$ cat src/epc_pkg.sv
// Package with register map, field layout and sense encodings for the interrupt block
package epc_pkg;
    // ==========================================
    // Register byte addresses
    localparam logic [7:0] ADDR_SENSE_CTRL  = 8'h00;
    localparam logic [7:0] ADDR_ENABLE_MASK = 8'h04;
    localparam logic [7:0] ADDR_IRQ_FLAGS   = 8'h08;
    localparam logic [7:0] ADDR_GRP_ENABLE  = 8'h0c;
    localparam logic [7:0] ADDR_GRP_FLAGS   = 8'h10;
    localparam logic [7:0] ADDR_GRP0_MASK   = 8'h14;
    localparam logic [7:0] ADDR_GRP1_MASK   = 8'h18;
    localparam logic [7:0] ADDR_GRP2_MASK   = 8'h1c;
    localparam logic [7:0] ADDR_GRP3_MASK   = 8'h20;
    localparam logic [7:0] ADDR_CPU_CTRL    = 8'h24;
    // ==========================================
    // Field layout and reset values
    localparam int         NUM_DED      = 4;
    localparam int         NUM_GRP      = 4;
    localparam int         NUM_PINS     = 27;
    localparam int         GRP_W        = 8;
    localparam logic [7:0] RST_BYTE     = 8'h00;
    localparam logic [7:0] GRP1_MASK_W  = 8'h7f;
    localparam logic [7:0] GRP3_MASK_W  = 8'h07;
    localparam logic [1:0] RESP_OKAY    = 2'b00;
    localparam logic [1:0] RESP_SLVERR  = 2'b10;
    // ==========================================
    // Sense select encodings
    typedef enum logic [1:0] {
        SENSE_LOW  = 2'b00,
        SENSE_ANY  = 2'b01,
        SENSE_FALL = 2'b10,
        SENSE_RISE = 2'b11
    } epc_sense_t;
endpackage

$ cat src/epc_irq.sv
// Dedicated and pin-change interrupt detection with AXI4-Lite register slave
`timescale 1ns/1ps
// What this block does
// - Pins sensed regardless of direction; outputs written by software still trigger.
// - Pin-change detection ignores the I/O clock: flags latched on clk_sys, wake path combinational, wakes any sleep.
// - Sense select: 00 low, 01 any change, 10 falling, 11 rising.
// - Low-level mode requests continuously while enabled pin stays low.
// - Low level needs no clock; edge and change modes need the I/O clock.
// - I/O clock stops outside Idle, so edges then go unseen.
// - Low level that vanishes before wake completes wakes but gives no request.
// - Inputs sampled before edge detect; pulses over two clocks always caught.
// - Dedicated request taken only with global enable and its enable bit.
// - Bits 7 to 4 of enable, flag and group enable registers read zero.
// - Dedicated flag sets on triggering edge; clears on vector or written one.
// - Dedicated flag stays cleared while in low-level mode.
// - Group 3 requests on masked change of pins 26..24, vector three.
// - Group 2 requests on masked change of pins 23..16.
// - Group 1 requests on masked change of pins 14..8.
// - Group 0 requests on masked change of pins 7..0.
// - Group 3 flag sets on triggering change; clears on vector or written one.
// - Group flags 2, 1, 0 behave like group 3 flag.
// - Each mask bit enables its own pin; cleared bit excludes it.
module epc_irq (
    input  wire logic                 clk_sys,
    input  wire logic                 resetn,
    input  wire logic [3:0]           dedicatedIrqInputs,
    input  wire logic [26:0]          changeWatchInputs,
    input  wire logic                 ioClockRunning,
    input  wire logic [3:0]           dedVectorAck,
    input  wire logic [3:0]           grpVectorAck,
    output logic      [3:0]           dedRequest,
    output logic      [3:0]           grpRequest,
    output logic                      wakeUp,
    input  wire logic [7:0]           s_axi_awaddr,
    input  wire logic                 s_axi_awvalid,
    output logic                      s_axi_awready,
    input  wire logic [31:0]          s_axi_wdata,
    input  wire logic [3:0]           s_axi_wstrb,
    input  wire logic                 s_axi_wvalid,
    output logic                      s_axi_wready,
    output logic [1:0]                s_axi_bresp,
    output logic                      s_axi_bvalid,
    input  wire logic                 s_axi_bready,
    input  wire logic [7:0]           s_axi_araddr,
    input  wire logic                 s_axi_arvalid,
    output logic                      s_axi_arready,
    output logic [31:0]               s_axi_rdata,
    output logic [1:0]                s_axi_rresp,
    output logic                      s_axi_rvalid,
    input  wire logic                 s_axi_rready
);
    // ==========================================
    // Registers
    logic [7:0]  senseCtrl_q;
    logic [3:0]  enableMask_q;
    logic [3:0]  dedFlag_q;
    logic [3:0]  grpEnable_q;
    logic [3:0]  grpFlag_q;
    logic [7:0]  grpMask_q [4];
    logic        globalEnable_q;
    logic [7:0]  awAddr_q;
    logic [31:0] wData_q;
    logic        awHave_q;
    logic        wHave_q;
    logic [3:0]  dedClr;
    logic [3:0]  grpClr;
    logic        wrFire;
    logic        wrHit;

    // ==========================================
    // Three-stage input samplers, shared by both input sets
    logic [30:0] pinRaw;
    logic [30:0] sync1_q;
    logic [30:0] sync2_q;
    logic [30:0] sync3_q;
    logic [30:0] stable_q;
    assign pinRaw = {dedicatedIrqInputs, changeWatchInputs};

    // Pin level is read whatever the port direction, so written outputs trigger too
    always_ff @(posedge clk_sys or negedge resetn) begin
        if (!resetn) begin
            sync1_q <= '1;                                                // Match stable_q, no false edge
            sync2_q <= '1;
            sync3_q <= '1;
        end else begin
            sync1_q <= pinRaw;
            sync2_q <= sync1_q;
            sync3_q <= sync2_q;
        end
    end

    // A change is taken once the second and third stages agree
    always_ff @(posedge clk_sys or negedge resetn) begin
        if (!resetn) begin
            stable_q <= '1;
        end else begin
            for (int i = 0; i < 31; i++) begin
                if (sync2_q[i] == sync3_q[i]) begin
                    stable_q[i] <= sync3_q[i];
                end
            end
        end
    end

    logic [3:0]  dedNow;
    logic [3:0]  dedPrev_q;
    logic [26:0] pcNow;
    logic [26:0] pcPrev_q;
    assign dedNow = stable_q[30:27];
    assign pcNow  = stable_q[26:0];

    always_ff @(posedge clk_sys or negedge resetn) begin
        if (!resetn) begin
            dedPrev_q <= '1;
            pcPrev_q  <= '1;
        end else begin
            dedPrev_q <= dedNow;
            pcPrev_q  <= pcNow;
        end
    end

    // ==========================================
    // Dedicated inputs: edge detect per input
    logic [3:0] dedEdge;
    logic [3:0] dedLevel;
    logic [3:0] lowMode;
    genvar g;
    generate
        for (g = 0; g < epc_pkg::NUM_DED; g++) begin : gDed
            epc_pkg::epc_sense_t sense;
            assign sense = epc_pkg::epc_sense_t'(senseCtrl_q[2*g +: 2]);
            always_comb begin
                dedEdge[g] = 1'b0;
                case (sense)
                    epc_pkg::SENSE_ANY:  dedEdge[g] = dedNow[g] ^ dedPrev_q[g];
                    epc_pkg::SENSE_FALL: dedEdge[g] = dedPrev_q[g] & ~dedNow[g];
                    epc_pkg::SENSE_RISE: dedEdge[g] = ~dedPrev_q[g] & dedNow[g];
                    default:             dedEdge[g] = 1'b0;
                endcase
            end
            // Level term follows the settled pin; no flag is involved
            assign lowMode[g]  = (sense == epc_pkg::SENSE_LOW);
            assign dedLevel[g] = lowMode[g] & ~dedNow[g];
        end
    endgenerate

    // Flags: set wins over a clear in the same cycle; low-level mode holds it at zero
    always_ff @(posedge clk_sys or negedge resetn) begin
        if (!resetn) begin
            dedFlag_q <= '0;
        end else begin
            for (int i = 0; i < 4; i++) begin
                if (senseCtrl_q[2*i +: 2] == epc_pkg::SENSE_LOW) begin
                    dedFlag_q[i] <= 1'b0;
                end else if (dedEdge[i] && ioClockRunning) begin
                    dedFlag_q[i] <= 1'b1;
                end else if (dedClr[i]) begin
                    dedFlag_q[i] <= 1'b0;
                end
            end
        end
    end

    // ==========================================
    // Pin-change groups
    logic [3:0] grpHit;
    generate
        for (g = 0; g < epc_pkg::NUM_GRP; g++) begin : gGrp
            localparam int W = (g == 3) ? 3 : epc_pkg::GRP_W;
            logic [W-1:0] chg;
            assign chg = pcNow[g*8 +: W] ^ pcPrev_q[g*8 +: W];
            assign grpHit[g] = |(chg & grpMask_q[g][W-1:0]);
        end
    endgenerate

    always_ff @(posedge clk_sys or negedge resetn) begin
        if (!resetn) begin
            grpFlag_q <= '0;
        end else begin
            for (int i = 0; i < 4; i++) begin
                if (grpHit[i]) begin
                    grpFlag_q[i] <= 1'b1;
                end else if (grpClr[i]) begin
                    grpFlag_q[i] <= 1'b0;
                end
            end
        end
    end

    // Requests are masked by the group or input enable and the global enable
    always_comb begin
        for (int i = 0; i < 4; i++) begin
            dedRequest[i] = globalEnable_q & enableMask_q[i] & (dedFlag_q[i] | dedLevel[i]);
            grpRequest[i] = globalEnable_q & grpEnable_q[i] & grpFlag_q[i];
        end
    end

    // Wake path needs no clock: raw pins compared combinationally against the last sampled change-pin levels
    logic [26:0] maskFlat;
    assign maskFlat = {grpMask_q[3][2:0], grpMask_q[2], grpMask_q[1], grpMask_q[0]};
    assign wakeUp = |(enableMask_q & ~dedicatedIrqInputs & lowMode)
                  | |(maskFlat & (changeWatchInputs ^ pcPrev_q));

    // ==========================================
    // AXI4-Lite write channel
    assign s_axi_awready = ~awHave_q & ~s_axi_bvalid;
    assign s_axi_wready  = ~wHave_q & ~s_axi_bvalid;
    assign wrFire        = awHave_q & wHave_q & ~s_axi_bvalid;

    always_ff @(posedge clk_sys or negedge resetn) begin
        if (!resetn) begin
            awHave_q <= 1'b0;
            wHave_q  <= 1'b0;
            awAddr_q <= '0;
            wData_q  <= '0;
        end else begin
            if (s_axi_awvalid && s_axi_awready) begin
                awHave_q <= 1'b1;
                awAddr_q <= s_axi_awaddr;
            end else if (wrFire) begin
                awHave_q <= 1'b0;
            end
            if (s_axi_wvalid && s_axi_wready) begin
                wHave_q <= 1'b1;
                wData_q <= s_axi_wstrb[0] ? s_axi_wdata : 32'h0000_0000;
            end else if (wrFire) begin
                wHave_q <= 1'b0;
            end
        end
    end

    logic addrOk;
    always_comb begin
        addrOk = (awAddr_q <= epc_pkg::ADDR_CPU_CTRL) && (awAddr_q[1:0] == 2'b00);
    end
    // Unmapped writes change nothing
    assign wrHit = addrOk;

    // Flag clear strobes by written ones
    assign dedClr = (wrFire && awAddr_q == epc_pkg::ADDR_IRQ_FLAGS) ? wData_q[3:0] | dedVectorAck
                                                                    : dedVectorAck;
    assign grpClr = (wrFire && awAddr_q == epc_pkg::ADDR_GRP_FLAGS) ? wData_q[3:0] | grpVectorAck
                                                                    : grpVectorAck;

    // Control registers; reserved upper bits are never stored
    always_ff @(posedge clk_sys or negedge resetn) begin
        if (!resetn) begin
            senseCtrl_q    <= epc_pkg::RST_BYTE;
            enableMask_q   <= '0;
            grpEnable_q    <= '0;
            globalEnable_q <= 1'b0;
            for (int i = 0; i < 4; i++) grpMask_q[i] <= epc_pkg::RST_BYTE;
        end else if (wrFire && wrHit) begin
            case (awAddr_q)
                epc_pkg::ADDR_SENSE_CTRL:  senseCtrl_q  <= wData_q[7:0];
                epc_pkg::ADDR_ENABLE_MASK: enableMask_q <= wData_q[3:0];
                epc_pkg::ADDR_GRP_ENABLE:  grpEnable_q  <= wData_q[3:0];
                epc_pkg::ADDR_GRP0_MASK:   grpMask_q[0] <= wData_q[7:0];
                epc_pkg::ADDR_GRP1_MASK:   grpMask_q[1] <= wData_q[7:0] & epc_pkg::GRP1_MASK_W;
                epc_pkg::ADDR_GRP2_MASK:   grpMask_q[2] <= wData_q[7:0];
                epc_pkg::ADDR_GRP3_MASK:   grpMask_q[3] <= wData_q[7:0] & epc_pkg::GRP3_MASK_W;
                epc_pkg::ADDR_CPU_CTRL:    globalEnable_q <= wData_q[0];
                default: ;
            endcase
        end
    end

    // Write response; unmapped addresses answer SLVERR
    always_ff @(posedge clk_sys or negedge resetn) begin
        if (!resetn) begin
            s_axi_bvalid <= 1'b0;
            s_axi_bresp  <= epc_pkg::RESP_OKAY;
        end else if (wrFire) begin
            s_axi_bvalid <= 1'b1;
            s_axi_bresp  <= addrOk ? epc_pkg::RESP_OKAY : epc_pkg::RESP_SLVERR;
        end else if (s_axi_bready) begin
            s_axi_bvalid <= 1'b0;
        end
    end

    // ==========================================
    // AXI4-Lite read channel, one cycle to answer
    assign s_axi_arready = ~s_axi_rvalid;

    always_ff @(posedge clk_sys or negedge resetn) begin
        if (!resetn) begin
            s_axi_rvalid <= 1'b0;
            s_axi_rdata  <= '0;
            s_axi_rresp  <= epc_pkg::RESP_OKAY;
        end else if (s_axi_arvalid && s_axi_arready) begin
            s_axi_rvalid <= 1'b1;
            s_axi_rresp  <= epc_pkg::RESP_OKAY;
            case (s_axi_araddr)
                epc_pkg::ADDR_SENSE_CTRL:  s_axi_rdata <= {24'h000000, senseCtrl_q};
                epc_pkg::ADDR_ENABLE_MASK: s_axi_rdata <= {28'h0000000, enableMask_q};
                epc_pkg::ADDR_IRQ_FLAGS:   s_axi_rdata <= {28'h0000000, dedFlag_q};
                epc_pkg::ADDR_GRP_ENABLE:  s_axi_rdata <= {28'h0000000, grpEnable_q};
                epc_pkg::ADDR_GRP_FLAGS:   s_axi_rdata <= {28'h0000000, grpFlag_q};
                epc_pkg::ADDR_GRP0_MASK:   s_axi_rdata <= {24'h000000, grpMask_q[0]};
                epc_pkg::ADDR_GRP1_MASK:   s_axi_rdata <= {24'h000000, grpMask_q[1]};
                epc_pkg::ADDR_GRP2_MASK:   s_axi_rdata <= {24'h000000, grpMask_q[2]};
                epc_pkg::ADDR_GRP3_MASK:   s_axi_rdata <= {24'h000000, grpMask_q[3]};
                epc_pkg::ADDR_CPU_CTRL:    s_axi_rdata <= {31'h00000000, globalEnable_q};
                default: begin
                    s_axi_rdata <= '0;
                    s_axi_rresp <= epc_pkg::RESP_SLVERR;
                end
            endcase
        end else if (s_axi_rready) begin
            s_axi_rvalid <= 1'b0;
        end
    end

    // ==========================================
    // Checks
    AST_LOWMODE_NOFLAG: assert property (@(posedge clk_sys) disable iff (!resetn)
        (senseCtrl_q[1:0] == epc_pkg::SENSE_LOW) |=> !dedFlag_q[0])
        else $error("flag set in low level mode");
    AST_FALL_SETS: assert property (@(posedge clk_sys) disable iff (!resetn)
        (senseCtrl_q[1:0] == epc_pkg::SENSE_FALL && ioClockRunning && $fell(dedNow[0]))
        |=> dedFlag_q[0])
        else $error("falling edge missed");
    AST_NOCLK_NOFLAG: assert property (@(posedge clk_sys) disable iff (!resetn)
        (!ioClockRunning && !dedFlag_q[0]) |=> !dedFlag_q[0])
        else $error("edge taken without io clock");
    AST_LEVEL_REQ: assert property (@(posedge clk_sys) disable iff (!resetn)
        (globalEnable_q && enableMask_q[1] && dedLevel[1]) |-> dedRequest[1])
        else $error("level request missing");
    AST_GATED: assert property (@(posedge clk_sys) disable iff (!resetn)
        dedRequest[2] |-> globalEnable_q && enableMask_q[2])
        else $error("request without enables");
    AST_GRP2_SET: assert property (@(posedge clk_sys) disable iff (!resetn)
        (grpHit[2]) |=> grpFlag_q[2])
        else $error("group two flag not set");
    AST_GRP3_MASK: assert property (@(posedge clk_sys) disable iff (!resetn)
        (!grpFlag_q[3] && grpMask_q[3] == 8'h00) |=> !grpFlag_q[3])
        else $error("masked pin set group three flag");
    AST_SYNC_DELAY: assert property (@(posedge clk_sys) disable iff (!resetn)
        $changed(stable_q[0]) |-> $past(sync2_q[0]) == $past(sync3_q[0]) && stable_q[0] == $past(sync3_q[0]))
        else $error("unsynchronised change");
    AST_RSV_ZERO: assert property (@(posedge clk_sys) disable iff (!resetn)
        s_axi_rvalid && $past(s_axi_araddr) == epc_pkg::ADDR_GRP_FLAGS && $rose(s_axi_rvalid)
        |-> s_axi_rdata[7:4] == 4'h0)
        else $error("reserved bits nonzero");
    COV_GRP_REQ: cover property (@(posedge clk_sys) disable iff (!resetn) $rose(grpRequest[0]));
    COV_DED_EDGE: cover property (@(posedge clk_sys) disable iff (!resetn) $rose(dedFlag_q[3]));
    COV_LEVEL: cover property (@(posedge clk_sys) disable iff (!resetn) $rose(dedRequest[0]));
endmodule

$ cat config.mk
export PLATFORM = sky130hd
export DESIGN_NAME = epc_irq
export DESIGN_NICKNAME = d
export VERILOG_FILES = /design/src/epc_pkg.sv /design/src/epc_irq.sv
export SDC_FILE = /design/constraint.sdc
export NUM_CORES = 1
export LEC_CHECK = 0
export BUFFER_PORTS_ARGS = -buffer_cell sky130_fd_sc_hd__buf_2
export CAP_MARGIN = 25
export CORE_MARGIN = 2
export CORE_UTILIZATION = 45
export CTS_BUF_LIST = sky130_fd_sc_hd__clkbuf_8
export CTS_CLUSTER_DIAMETER = 50
export DETAILED_ROUTE_END_ITERATION = 6
export PLACE_DENSITY = 0.66
export SYNTH_ARGS = -nofsm -noshare
export SYNTH_HDL_FRONTEND = slang
export SYNTH_SLANG_ARGS = --single-unit
$ cat constraint.sdc
create_clock -name clk_sys -period 2.3 [get_ports clk_sys]
set_clock_uncertainty 0.1 [all_clocks]
set_input_delay 0.46 -clock clk_sys [delete_from_list [all_inputs] [get_ports clk_sys]]
set_output_delay 0.46 -clock clk_sys [all_outputs]
set_load 0.02 [all_outputs]
==> flow_metrics.py, run 1 <==
metrics = {
    "global_routing": {
        "antenna_found_initial": 1,
        "grt_max_degree": 63,
        "grt_pass1_wl_mm": 34.1,
        "first_global_vias": 6301,
        "overflow": 0,
        "grt_use_total_pct": 20.3,
    },
    "setup_path": {
        "crit_required_ps": 1740,
        "critPathCaptureType": "output pin",
        "worstSetupPathType": "flop to output pin",
        "arrival_ps": 2260,
        "cp_max_fo": 2,
        "crit_path_start_kind": "flop",
    },
    "yosys": {
        "synth_most_common_cell": "dfstp_2",
        "ys.flop_type": "dfstp_2",
        "synth-seq-cells": 231,
        "synthArstFlopShare_pct": 100,
        "ys_seq_area_share_pct": 64.8,
        "synth_warnings": 0,
        "synth_area_leaders": "dfstp_2 (43%), dfrtp_1 (22%), mux2_2 (7.1%), xor2_1 (4.9%), maj3_1 (3.3%)",
        "postSynthAreaPerCell_um2": 14.1,
        "netlist-cell-type-count": 54,
        "synth_top_area_share_pct": 42.8,
        "synth_enable_flop_cells": 0,
        "yosysTopAreaCell": "dfstp_2",
        "netlist_area_mm2": 0.00920,
        "synthTopCellsByCount": "dfstp_2 (150), dfrtp_1 (81), mux2_2 (58)",
        "syn_inst": 655,
    },
    "route": {
        "drt-wirelength-per-cell_um": 18.6,
        "wl_mm": 21.1,
        "antenna_left": 0,
        "vias": 5768,
        "dr.pass1.iters": 4,
        "vias_per_cell": 5.08,
        "drc": 0,
        "drt-initial-drc-count": 351,
    },
    "clock_tree": {
        "cts_made_buffers": 39,
        "clock_latency_ps": 520,
        "clk_pin_slew_ps": 50,
        "cts_sinks": 231,
        "cts_tree": "built",
        "cts_max_level": 2,
        "root_buffer": "clkbuf_8",
        "cts_max_path_buffers": 3,
    },
    "power_and_ir_drop": {
        "p_per_area_mw_per_mm2": 910,
        "ir_drop_mv": 0.738,
        "p_total_mw": 10.3,
        "p_leak_nw": 5.09,
    },
    "sta": {
        "tightest_slew_ps": 640,
        "period_share_pct": 123,
        "max_freq_ghz": 0.354,
        "max-slew-margin-rel_pct": 56.7,
        "min_period_ps": 2820,
        "setup_tns_ps": -523,
        "rsz0062_at_grt": "true",
        "timing.final.ws_setup_ps": -523,
        "setup_viol": 1,
        "report.final.hold_viol_count": 0,
        "drv_slew": 0,
    },
    "die": {
        "die_area_mm2": 0.0216,
        "core_mm2": 0.0202,
        "num_rows": 52,
        "io_pins": 149,
        "start_util_pct": 45.6,
        "dieHeight_um": 147,
        "die_x_um": 147,
    },
    "run_status": {
        "status": "complete, but fails checks",
        "violations": "negative setup slack",
    },
    "place": {
        "dpl.hpwl_mm": 14.7,
        "numPortBuffers": 94,
        "dpl_cell_area_mm2": 0.0101,
        "gp_congestion": 0.859,
    },
    "layout": {
        "fillers": 1674,
        "seq_area_mm2": 0.00597,
        "drive_gt1_share_pct": 47.2,
        "final_nets": 944,
        "areaGrowthSynthToFinish_pct": 22.6,
        "final_area_mm2": 0.0113,
        "multi_input_area_mm2": 0.00305,
    },
    "worst_hold_path": {
        "min_path_type": "primary input to flop",
    },
    "flow_run": {
        "cap_violations": 0,
    },
}
worst max-delay path: stages (launching register included):
cell      delay [ps]
dfstp_2          530
xor2_1            70
a22o_1           250
a221oi_2         240
nand4_1          150
or3_4            370
buf_6            140
metrics by stage:
stage                     utilization [%]  setup WS, ps  instances  hold slack (ps)
after global placement               50.2          -256       1035              246
after CTS                            55.9          -500       1134             5.95
after floorplan                         -           190        680             64.4
after detailed placement             50.2          -215       1035              247
final                                55.9          -523       1135             28.9
after global routing                 55.9          -622       1135             35.5
repair_timing:
item,in CTS,in global routing
setup buffers,0,0
gates cloned,0,0
resized for setup,10,1
endpoints found under the hold margin,56,0
endpoints found under the setup margin,1,2
hold buffers,31,0
pin swaps,7,1
path summary, 6_finish.rpt:
| kind | start | to | slack (ps) | cells after the start |
|---|---|---|---|---|
| max reg2reg | s_axi_bvalid | grpMask_q[25] | 270 | 4 |
| min in group asynchronous | resetn | senseCtrl_q[5] | 370 | 2 |
| max in group asynchronous | resetn | sync1_q[10] | 980 | 3 |
| min | s_axi_rready | s_axi_rvalid | 30 | 2 |
| min reg2reg | sync1_q[19] | sync2_q[19] | 240 | 0 |
| max | pcPrev_q[4] | wakeUp | -520 | 6 |
cells by family after synthesis:
family,share of synthesized area [%]
AOI/OAI and AO/OA,6.55
xor gates and xnor gates,4.95
adders and majority gates,4.35
buffers and inverters,3.60
DFF,64.8
muxes,8.51
other,0.0407
and+or+nand+nor,7.15
layer usage:
metal | global-route usage, % | share of wire [%] | up-vias | wire length (um)
met5 | 0 | 0 | - | 0
met4 | 6.49 | 2.5 | 0 | 532
li1 | - | - | 2631 | -
met2 | 32.4 | 47 | 171 | 9970
met1 | 27.6 | 44 | 2928 | 9360
met3 | 4.84 | 6.0 | 38 | 1270
cell type report:
cell class / count / area share, %
inverters: 17 / 0.565
repair buffers: 158 / 9.58
multi-input cells: 390 / 27.1
flip-flops and latches: 231 / 52.9
clock inverters: 19 / 0.909
well taps: 270 / 2.99
diodes: 1 / 0.0222
clock buffers: 49 / 5.98
flip-flops by register name, indices dropped and copies added, names as in the netlist:
register and cells:
s_axi_rdata 8, enableMask_q 4, globalEnable_q 1, awAddr_q 8, s_axi_rvalid 1, dedPrev_q 4, sync2_q 30, senseCtrl_q 8
dedFlag_q 4, s_axi_bvalid 1, pcPrev_q 26, grpFlag_q 4, grpMask_q 26, sync1_q 30, grpEnable_q 4, awHave_q 1
s_axi_bresp 1, s_axi_rresp 1, wData_q 8, stable_q 30, wHave_q 1, sync3_q 30
cell usage in the layout, fill, tap and decap left out, types with 4 or more instances in the layout:
cell             n
nor2_1          18
dlygate4sd3_1   31
xor2_1          52
nor4b_1          5
a22o_1           8
and3_1           7
nand3_1          6
conb_1          26
buf_2           92
nor3_1           7
mux4_2           4
buf_4           30
a21oi_1         13
nand3b_1         4
mux2i_1          4
maj3_1          30
nand2_1         42
clkbuf_8        50
dfrtp_1         81
nand4_1          8
a22oi_1         18
dfstp_2        150
and2_1           4
mux2_2          58
o21ai_0         22
inv_1           31
clkinv_2         4
ha_1             8
report_power, final:
part	leakage, nW	switching (mW)	internal [mW]
logic	1.97	0.754	0.674
registers	2.66	0.590	4.66
clock network	0.457	1.57	2.02
No activity file was read; power rests on OpenSTA's default activity.
==> run 2, diff against run 1 <==
--- a/config.mk
+++ b/config.mk
@@ -13,6 +13,7 @@
 export CTS_CLUSTER_DIAMETER = 50
 export DETAILED_ROUTE_END_ITERATION = 6
 export PLACE_DENSITY = 0.66
+export SETUP_SLACK_MARGIN = 0.5
 export SYNTH_ARGS = -nofsm -noshare
 export SYNTH_HDL_FRONTEND = slang
 export SYNTH_SLANG_ARGS = --single-unit
==> flow_metrics.py, run 2 (same netlist as run 1, synthesis figures left out) <==
metrics = {
    "route": {
        "drt-initial-drc-count": 409,
        "wl_mm": 21.8,
        "drt-wirelength-per-cell_um": 18.9,
        "vias_per_cell": 5.14,
        "dr.pass1.iters": 4,
        "antenna_left": 0,
        "drc": 0,
        "vias": 5913,
    },
    "setup_path": {
        "cp_max_fo": 2,
        "crit_path_start_kind": "flop",
        "worstSetupPathType": "flop to output pin",
        "crit_required_ps": 1740,
        "critPathCaptureType": "output pin",
        "arrival_ps": 2250,
    },
    "sta": {
        "max_freq_ghz": 0.356,
        "min_period_ps": 2810,
        "drv_slew": 0,
        "max-slew-margin-rel_pct": 59.0,
        "tightest_slew_ps": 607,
        "setup_tns_ps": -511,
        "timing.final.ws_setup_ps": -511,
        "setup_viol": 1,
        "fin_hold_ws_ps": 58.2,
        "rsz0062_at_grt": "true",
        "period_share_pct": 122,
        "report.final.hold_viol_count": 0,
    },
    "place": {
        "gp_congestion": 0.861,
        "dpl_cell_area_mm2": 0.0101,
        "numPortBuffers": 94,
        "dpl.hpwl_mm": 14.6,
    },
    "die": {
        "core_mm2": 0.0202,
        "die_area_mm2": 0.0216,
        "die_x_um": 147,
        "num_rows": 52,
        "start_util_pct": 45.6,
        "dieHeight_um": 147,
        "io_pins": 149,
    },
    "clock_tree": {
        "cts_sinks": 231,
        "root_buffer": "clkbuf_8",
        "clk_pin_slew_ps": 60,
        "clock_latency_ps": 530,
        "cts_max_level": 2,
        "cts_max_path_buffers": 3,
        "cts_tree": "built",
        "cts_made_buffers": 40,
    },
    "power_and_ir_drop": {
        "switching_share_pct": 28.6,
        "pwr-share-comb_pct": 15.4,
        "internal-power_mw": 7.86,
        "p_sw_mw": 3.15,
        "p_per_area_mw_per_mm2": 929,
        "p_leak_nw": 5.31,
        "ir_drop_mv": 0.864,
        "p_seq_share_pct": 48.4,
        "clock_power_share_pct": 36.2,
    },
    "layout": {
        "final_nets": 956,
        "fillers": 1608,
        "final_common_cell": "dfstp_2",
        "drive_gt1_share_pct": 52.6,
        "areaGrowthSynthToFinish_pct": 28.9,
        "utilization_pct": 58.8,
        "mostFrequentLayoutCells": "dfstp_2 (150), buf_2 (83), dfrtp_1 (74)",
        "final_area_mm2": 0.0119,
    },
    "global_routing": {
        "overflow": 0,
        "grt_pass1_wl_mm": 34.0,
        "grt_max_degree": 65,
        "grt_use_total_pct": 20.3,
        "antenna_found_initial": 1,
        "first_global_vias": 6289,
    },
    "flow_run": {
        "cap_violations": 0,
    },
    "run_status": {
        "status": "complete, but fails checks",
        "violations": "negative setup slack",
    },
    "worst_hold_path": {
        "min_path_type": "primary input to flop",
    },
}
## run 2: layout make-up
type                       instances  area, um^2  share of cell area [%]
sequential                       231        5980                    50.4
multi-input combinational        390        3350                    28.2
timing repair buffer             169        1260                    10.6
clock buffer                      48         661                    5.57
tap                              270         338                    2.85
clock inverter                    24         206                    1.74
inverter                          17        66.3                   0.559
antenna                            1        2.50                  0.0211
## run 2: what timing repair did
| action | CTS | global route |
|---|---|---|
| gates cloned | 0 | 0 |
| hold buffers | 32 | 0 |
| resized for setup | 60 | 55 |
| pin swaps | 14 | 13 |
| setup endpoints to repair | 57 | 48 |
| setup buffers | 11 | 5 |
| hold endpoints to repair | 60 | 0 |
## run 2: through the flow
stage	setup WS, ps	std cells	power [mW]
2_1_floorplan	300	680	5.98
3_3_place_gp	-219	1029	6.57
3_5_place_dp	-251	1029	6.65
4_1_cts	-528	1144	10.9
5_1_grt	-608	1150	11.5
6_report	-511	1150	11.0
## run 2: final timing paths
kind	from	end	slack (ps)	depth (start not counted)
worst min-delay path	s_axi_awaddr[0]	awAddr_q[0]	60	2
max in group asynchronous	resetn	pcPrev_q[0]	950	3
worst min register to register	sync1_q[10]	sync2_q[10]	250	0
min in group asynchronous	resetn	s_axi_rdata[5]	410	2
worst max-delay path	pcPrev_q[18]	wakeUp	-510	6
worst max register to register	awAddr_q[7]	grpEnable_q[3]	300	4
## run 2: routing by layer
layer	share of wire, %	track usage [%]	vias to the layer above
met4	3.3	8.46	0
met5	0	0	-
li1	-	-	2665
met1	43	27.2	2997
met3	5.8	4.84	50
met2	48	32.0	201
## run 2: worst max-delay path: stages, from the launching register on
cell	delay, ps
dfstp_2	560
xor2_2	60
a22o_1	250
a221oi_2	220
nand3_1	110
or3_4	390
buf_6	140
## run 2: power by group through the flow
stage,Clock [mW],Combinational [mW],Sequential [mW]
global placement,0,1.32,5.25
CTS,4.08,1.58,5.26
global route,4.28,1.85,5.39
finish,3.99,1.70,5.33
detailed placement,0,1.36,5.28
floorplan,0,0.910,5.07
==> run 3, diff against run 2 <==
--- a/config.mk
+++ b/config.mk
@@ -12,6 +12,7 @@
 export CTS_BUF_LIST = sky130_fd_sc_hd__clkbuf_8
 export CTS_CLUSTER_DIAMETER = 50
 export DETAILED_ROUTE_END_ITERATION = 6
+export HOLD_SLACK_MARGIN = 0.12
 export PLACE_DENSITY = 0.66
 export SETUP_SLACK_MARGIN = 0.5
 export SYNTH_ARGS = -nofsm -noshare
==> constraint.sdc (replaced) <==
create_clock -name clk_sys -period 2.9 [get_ports clk_sys]
set_clock_uncertainty 0.1 [all_clocks]
set_input_delay 0.58 -clock clk_sys [delete_from_list [all_inputs] [get_ports clk_sys]]
set_output_delay 0.58 -clock clk_sys [all_outputs]
set_load 0.02 [all_outputs]
==> flow_metrics.py, run 3 (same netlist as run 1, synthesis figures left out) <==
metrics = {
    "layout": {
        "mostFrequentLayoutCells": "dfstp_2 (150), buf_2 (92), dfrtp_1 (81)",
        "antenna_cells": 0,
        "areaGrowthSynthToFinish_pct": 20.4,
        "final_nets": 919,
        "drive_gt1_share_pct": 45.8,
        "fillers": 1690,
        "final_common_cell": "dfstp_2",
    },
    "sta": {
        "timing.final.ws_setup_ps": -31.2,
        "rsz0062_at_grt": "true",
        "min_period_ps": 2930,
        "period_share_pct": 101,
        "drv_slew": 0,
        "max_freq_ghz": 0.341,
        "fin_hold_ws_ps": 157,
        "setup_viol": 1,
        "max-slew-margin-rel_pct": 59.4,
        "tightest_slew_ps": 610,
        "report.final.hold_viol_count": 0,
    },
    "die": {
        "die_x_um": 147,
        "num_rows": 52,
        "dieHeight_um": 147,
        "start_util_pct": 45.6,
        "die_area_mm2": 0.0216,
        "core_mm2": 0.0202,
        "io_pins": 149,
    },
    "global_routing": {
        "grt_max_degree": 65,
        "grt_pass1_wl_mm": 32.7,
        "overflow": 0,
        "antenna_found_initial": 0,
        "first_global_vias": 5986,
        "grt_use_total_pct": 19.5,
    },
    "run_status": {
        "violations": "negative setup slack",
        "status": "complete, but fails checks",
    },
    "setup_path": {
        "arrival_ps": 2250,
        "crit_slowest_cell": "dfstp_2",
        "cp_max_fo": 2,
        "rr_worst_depth": 5,
        "worstSetupPathType": "flop to output pin",
        "worst-path-buf-inv": 1,
        "crit_path_start_kind": "flop",
        "path_cells": "xor2_1, a22o_1, a221oi_2, nand3_1, or3_4, buf_6",
        "worstSetupPathDepth": 6,
        "path_delay_family": "flip-flops",
        "crit_path_max_incr_delay_ps": 540,
        "crit_required_ps": 2220,
        "critPathCaptureType": "output pin",
    },
    "power_and_ir_drop": {
        "p_per_area_mw_per_mm2": 731,
        "internal-power_mw": 5.80,
        "p_seq_share_pct": 51.6,
        "clock_power_share_pct": 35.8,
        "ir_drop_mv": 0.501,
        "pwr-share-comb_pct": 12.6,
        "p_sw_mw": 2.30,
        "p_leak_nw": 4.94,
        "p_total_mw": 8.10,
        "switching_share_pct": 28.4,
    },
    "route": {
        "antenna_left": 0,
        "dr.pass1.iters": 4,
        "vias_per_cell": 5.12,
        "drt-initial-drc-count": 363,
        "drt-wirelength-per-cell_um": 18.3,
        "vias": 5684,
        "drc": 0,
        "wl_mm": 20.3,
    },
    "place": {
        "dpl.hpwl_mm": 14.3,
        "numPortBuffers": 94,
        "gp_congestion": 0.849,
    },
    "clock_tree": {
        "clk_pin_slew_ps": 60,
        "cts_sinks": 231,
        "cts_tree": "built",
        "cts_made_buffers": 39,
        "cts_max_level": 2,
        "clock_latency_ps": 540,
        "cts_max_path_buffers": 3,
        "root_buffer": "clkbuf_8",
    },
    "worst_hold_path": {
        "hold-path-cell-count": 2,
        "min_path_type": "primary input to flop",
    },
    "flow_run": {
        "cap_violations": 0,
    },
}
==> run 3: cell types whose count changed in the layout (fill, tap and decap cells not counted), moves of 7 or more <==
cell	delta
mux2_2	+25
buf_4	-25
buf_6	-19
mux2_4	-25
dfrtp_2	-7
dfrtp_1	+7
buf_2	+9
==> run 3: through the flow <==
stage | util (%) | worst slack [ps] | setup TNS (ps) | cell area (um^2) | std cells
floorplan | - | 550 | 0 | 9300 | 680
global placement | 49.1 | 117 | 0 | 9910 | 1007
detailed placement | 49.1 | 115 | 0 | 9910 | 1007
CTS | 54.9 | -54.9 | -54.9 | 11100 | 1110
global route | 54.9 | -130 | -130 | 11100 | 1110
finish | 54.9 | -31.2 | -31.2 | 11100 | 1110
==> run 3: layout make-up <==
| type | count | area (um^2) | area share (%) |
|---|---|---|---|
| clock buffer | 53 | 729 | 6.58 |
| tap | 270 | 338 | 3.05 |
| timing repair buffer | 133 | 883 | 7.97 |
| clock inverter | 16 | 77.6 | 0.700 |
| inverter | 17 | 63.8 | 0.576 |
| multi-input combinational | 390 | 3020 | 27.3 |
| sequential | 231 | 5970 | 53.9 |
==> run 3: per-layer routing <==
metal  up-vias  track usage (%)  routed length (um)
li1       2574                -                   -
met1      2906             27.6                9320
met2       170             30.2                9530
met3        34             3.73                 937
met4         0             7.55                 480
met5         -                0                   0
==> run 3: power groups by stage <==
| stage | logic, mW | clock network (mW) | registers (mW) |
|---|---|---|---|
| 2_1_floorplan | 0.707 | 0 | 4.02 |
| 3_3_place_gp | 0.924 | 0 | 4.19 |
| 3_5_place_dp | 0.967 | 0 | 4.22 |
| 4_1_cts | 1.04 | 2.98 | 4.17 |
| 5_1_grt | 1.14 | 3.12 | 4.23 |
| 6_report | 1.02 | 2.90 | 4.18 |
==> run 3: final timing paths <==
| path | from | to | slack [ps] |
|---|---|---|---|
| max | pcPrev_q[18] | wakeUp | -30 |
| min | s_axi_bready | s_axi_bvalid | 160 |
| max reg2reg | s_axi_bvalid | grpMask_q[0] | 830 |
| min reg2reg | sync1_q[26] | sync2_q[26] | 240 |
| max in group asynchronous | resetn | sync2_q[27] | 1400 |
| min in group asynchronous | resetn | dedFlag_q[2] | 500 |
==> run 3: timing repair <==
action	CTS	global route
endpoints found under the hold margin	63	0
gates resized for setup	6	0
setup endpoints to repair	1	1
hold buffers	32	0
pin swaps	6	0
buffers inserted	2	0
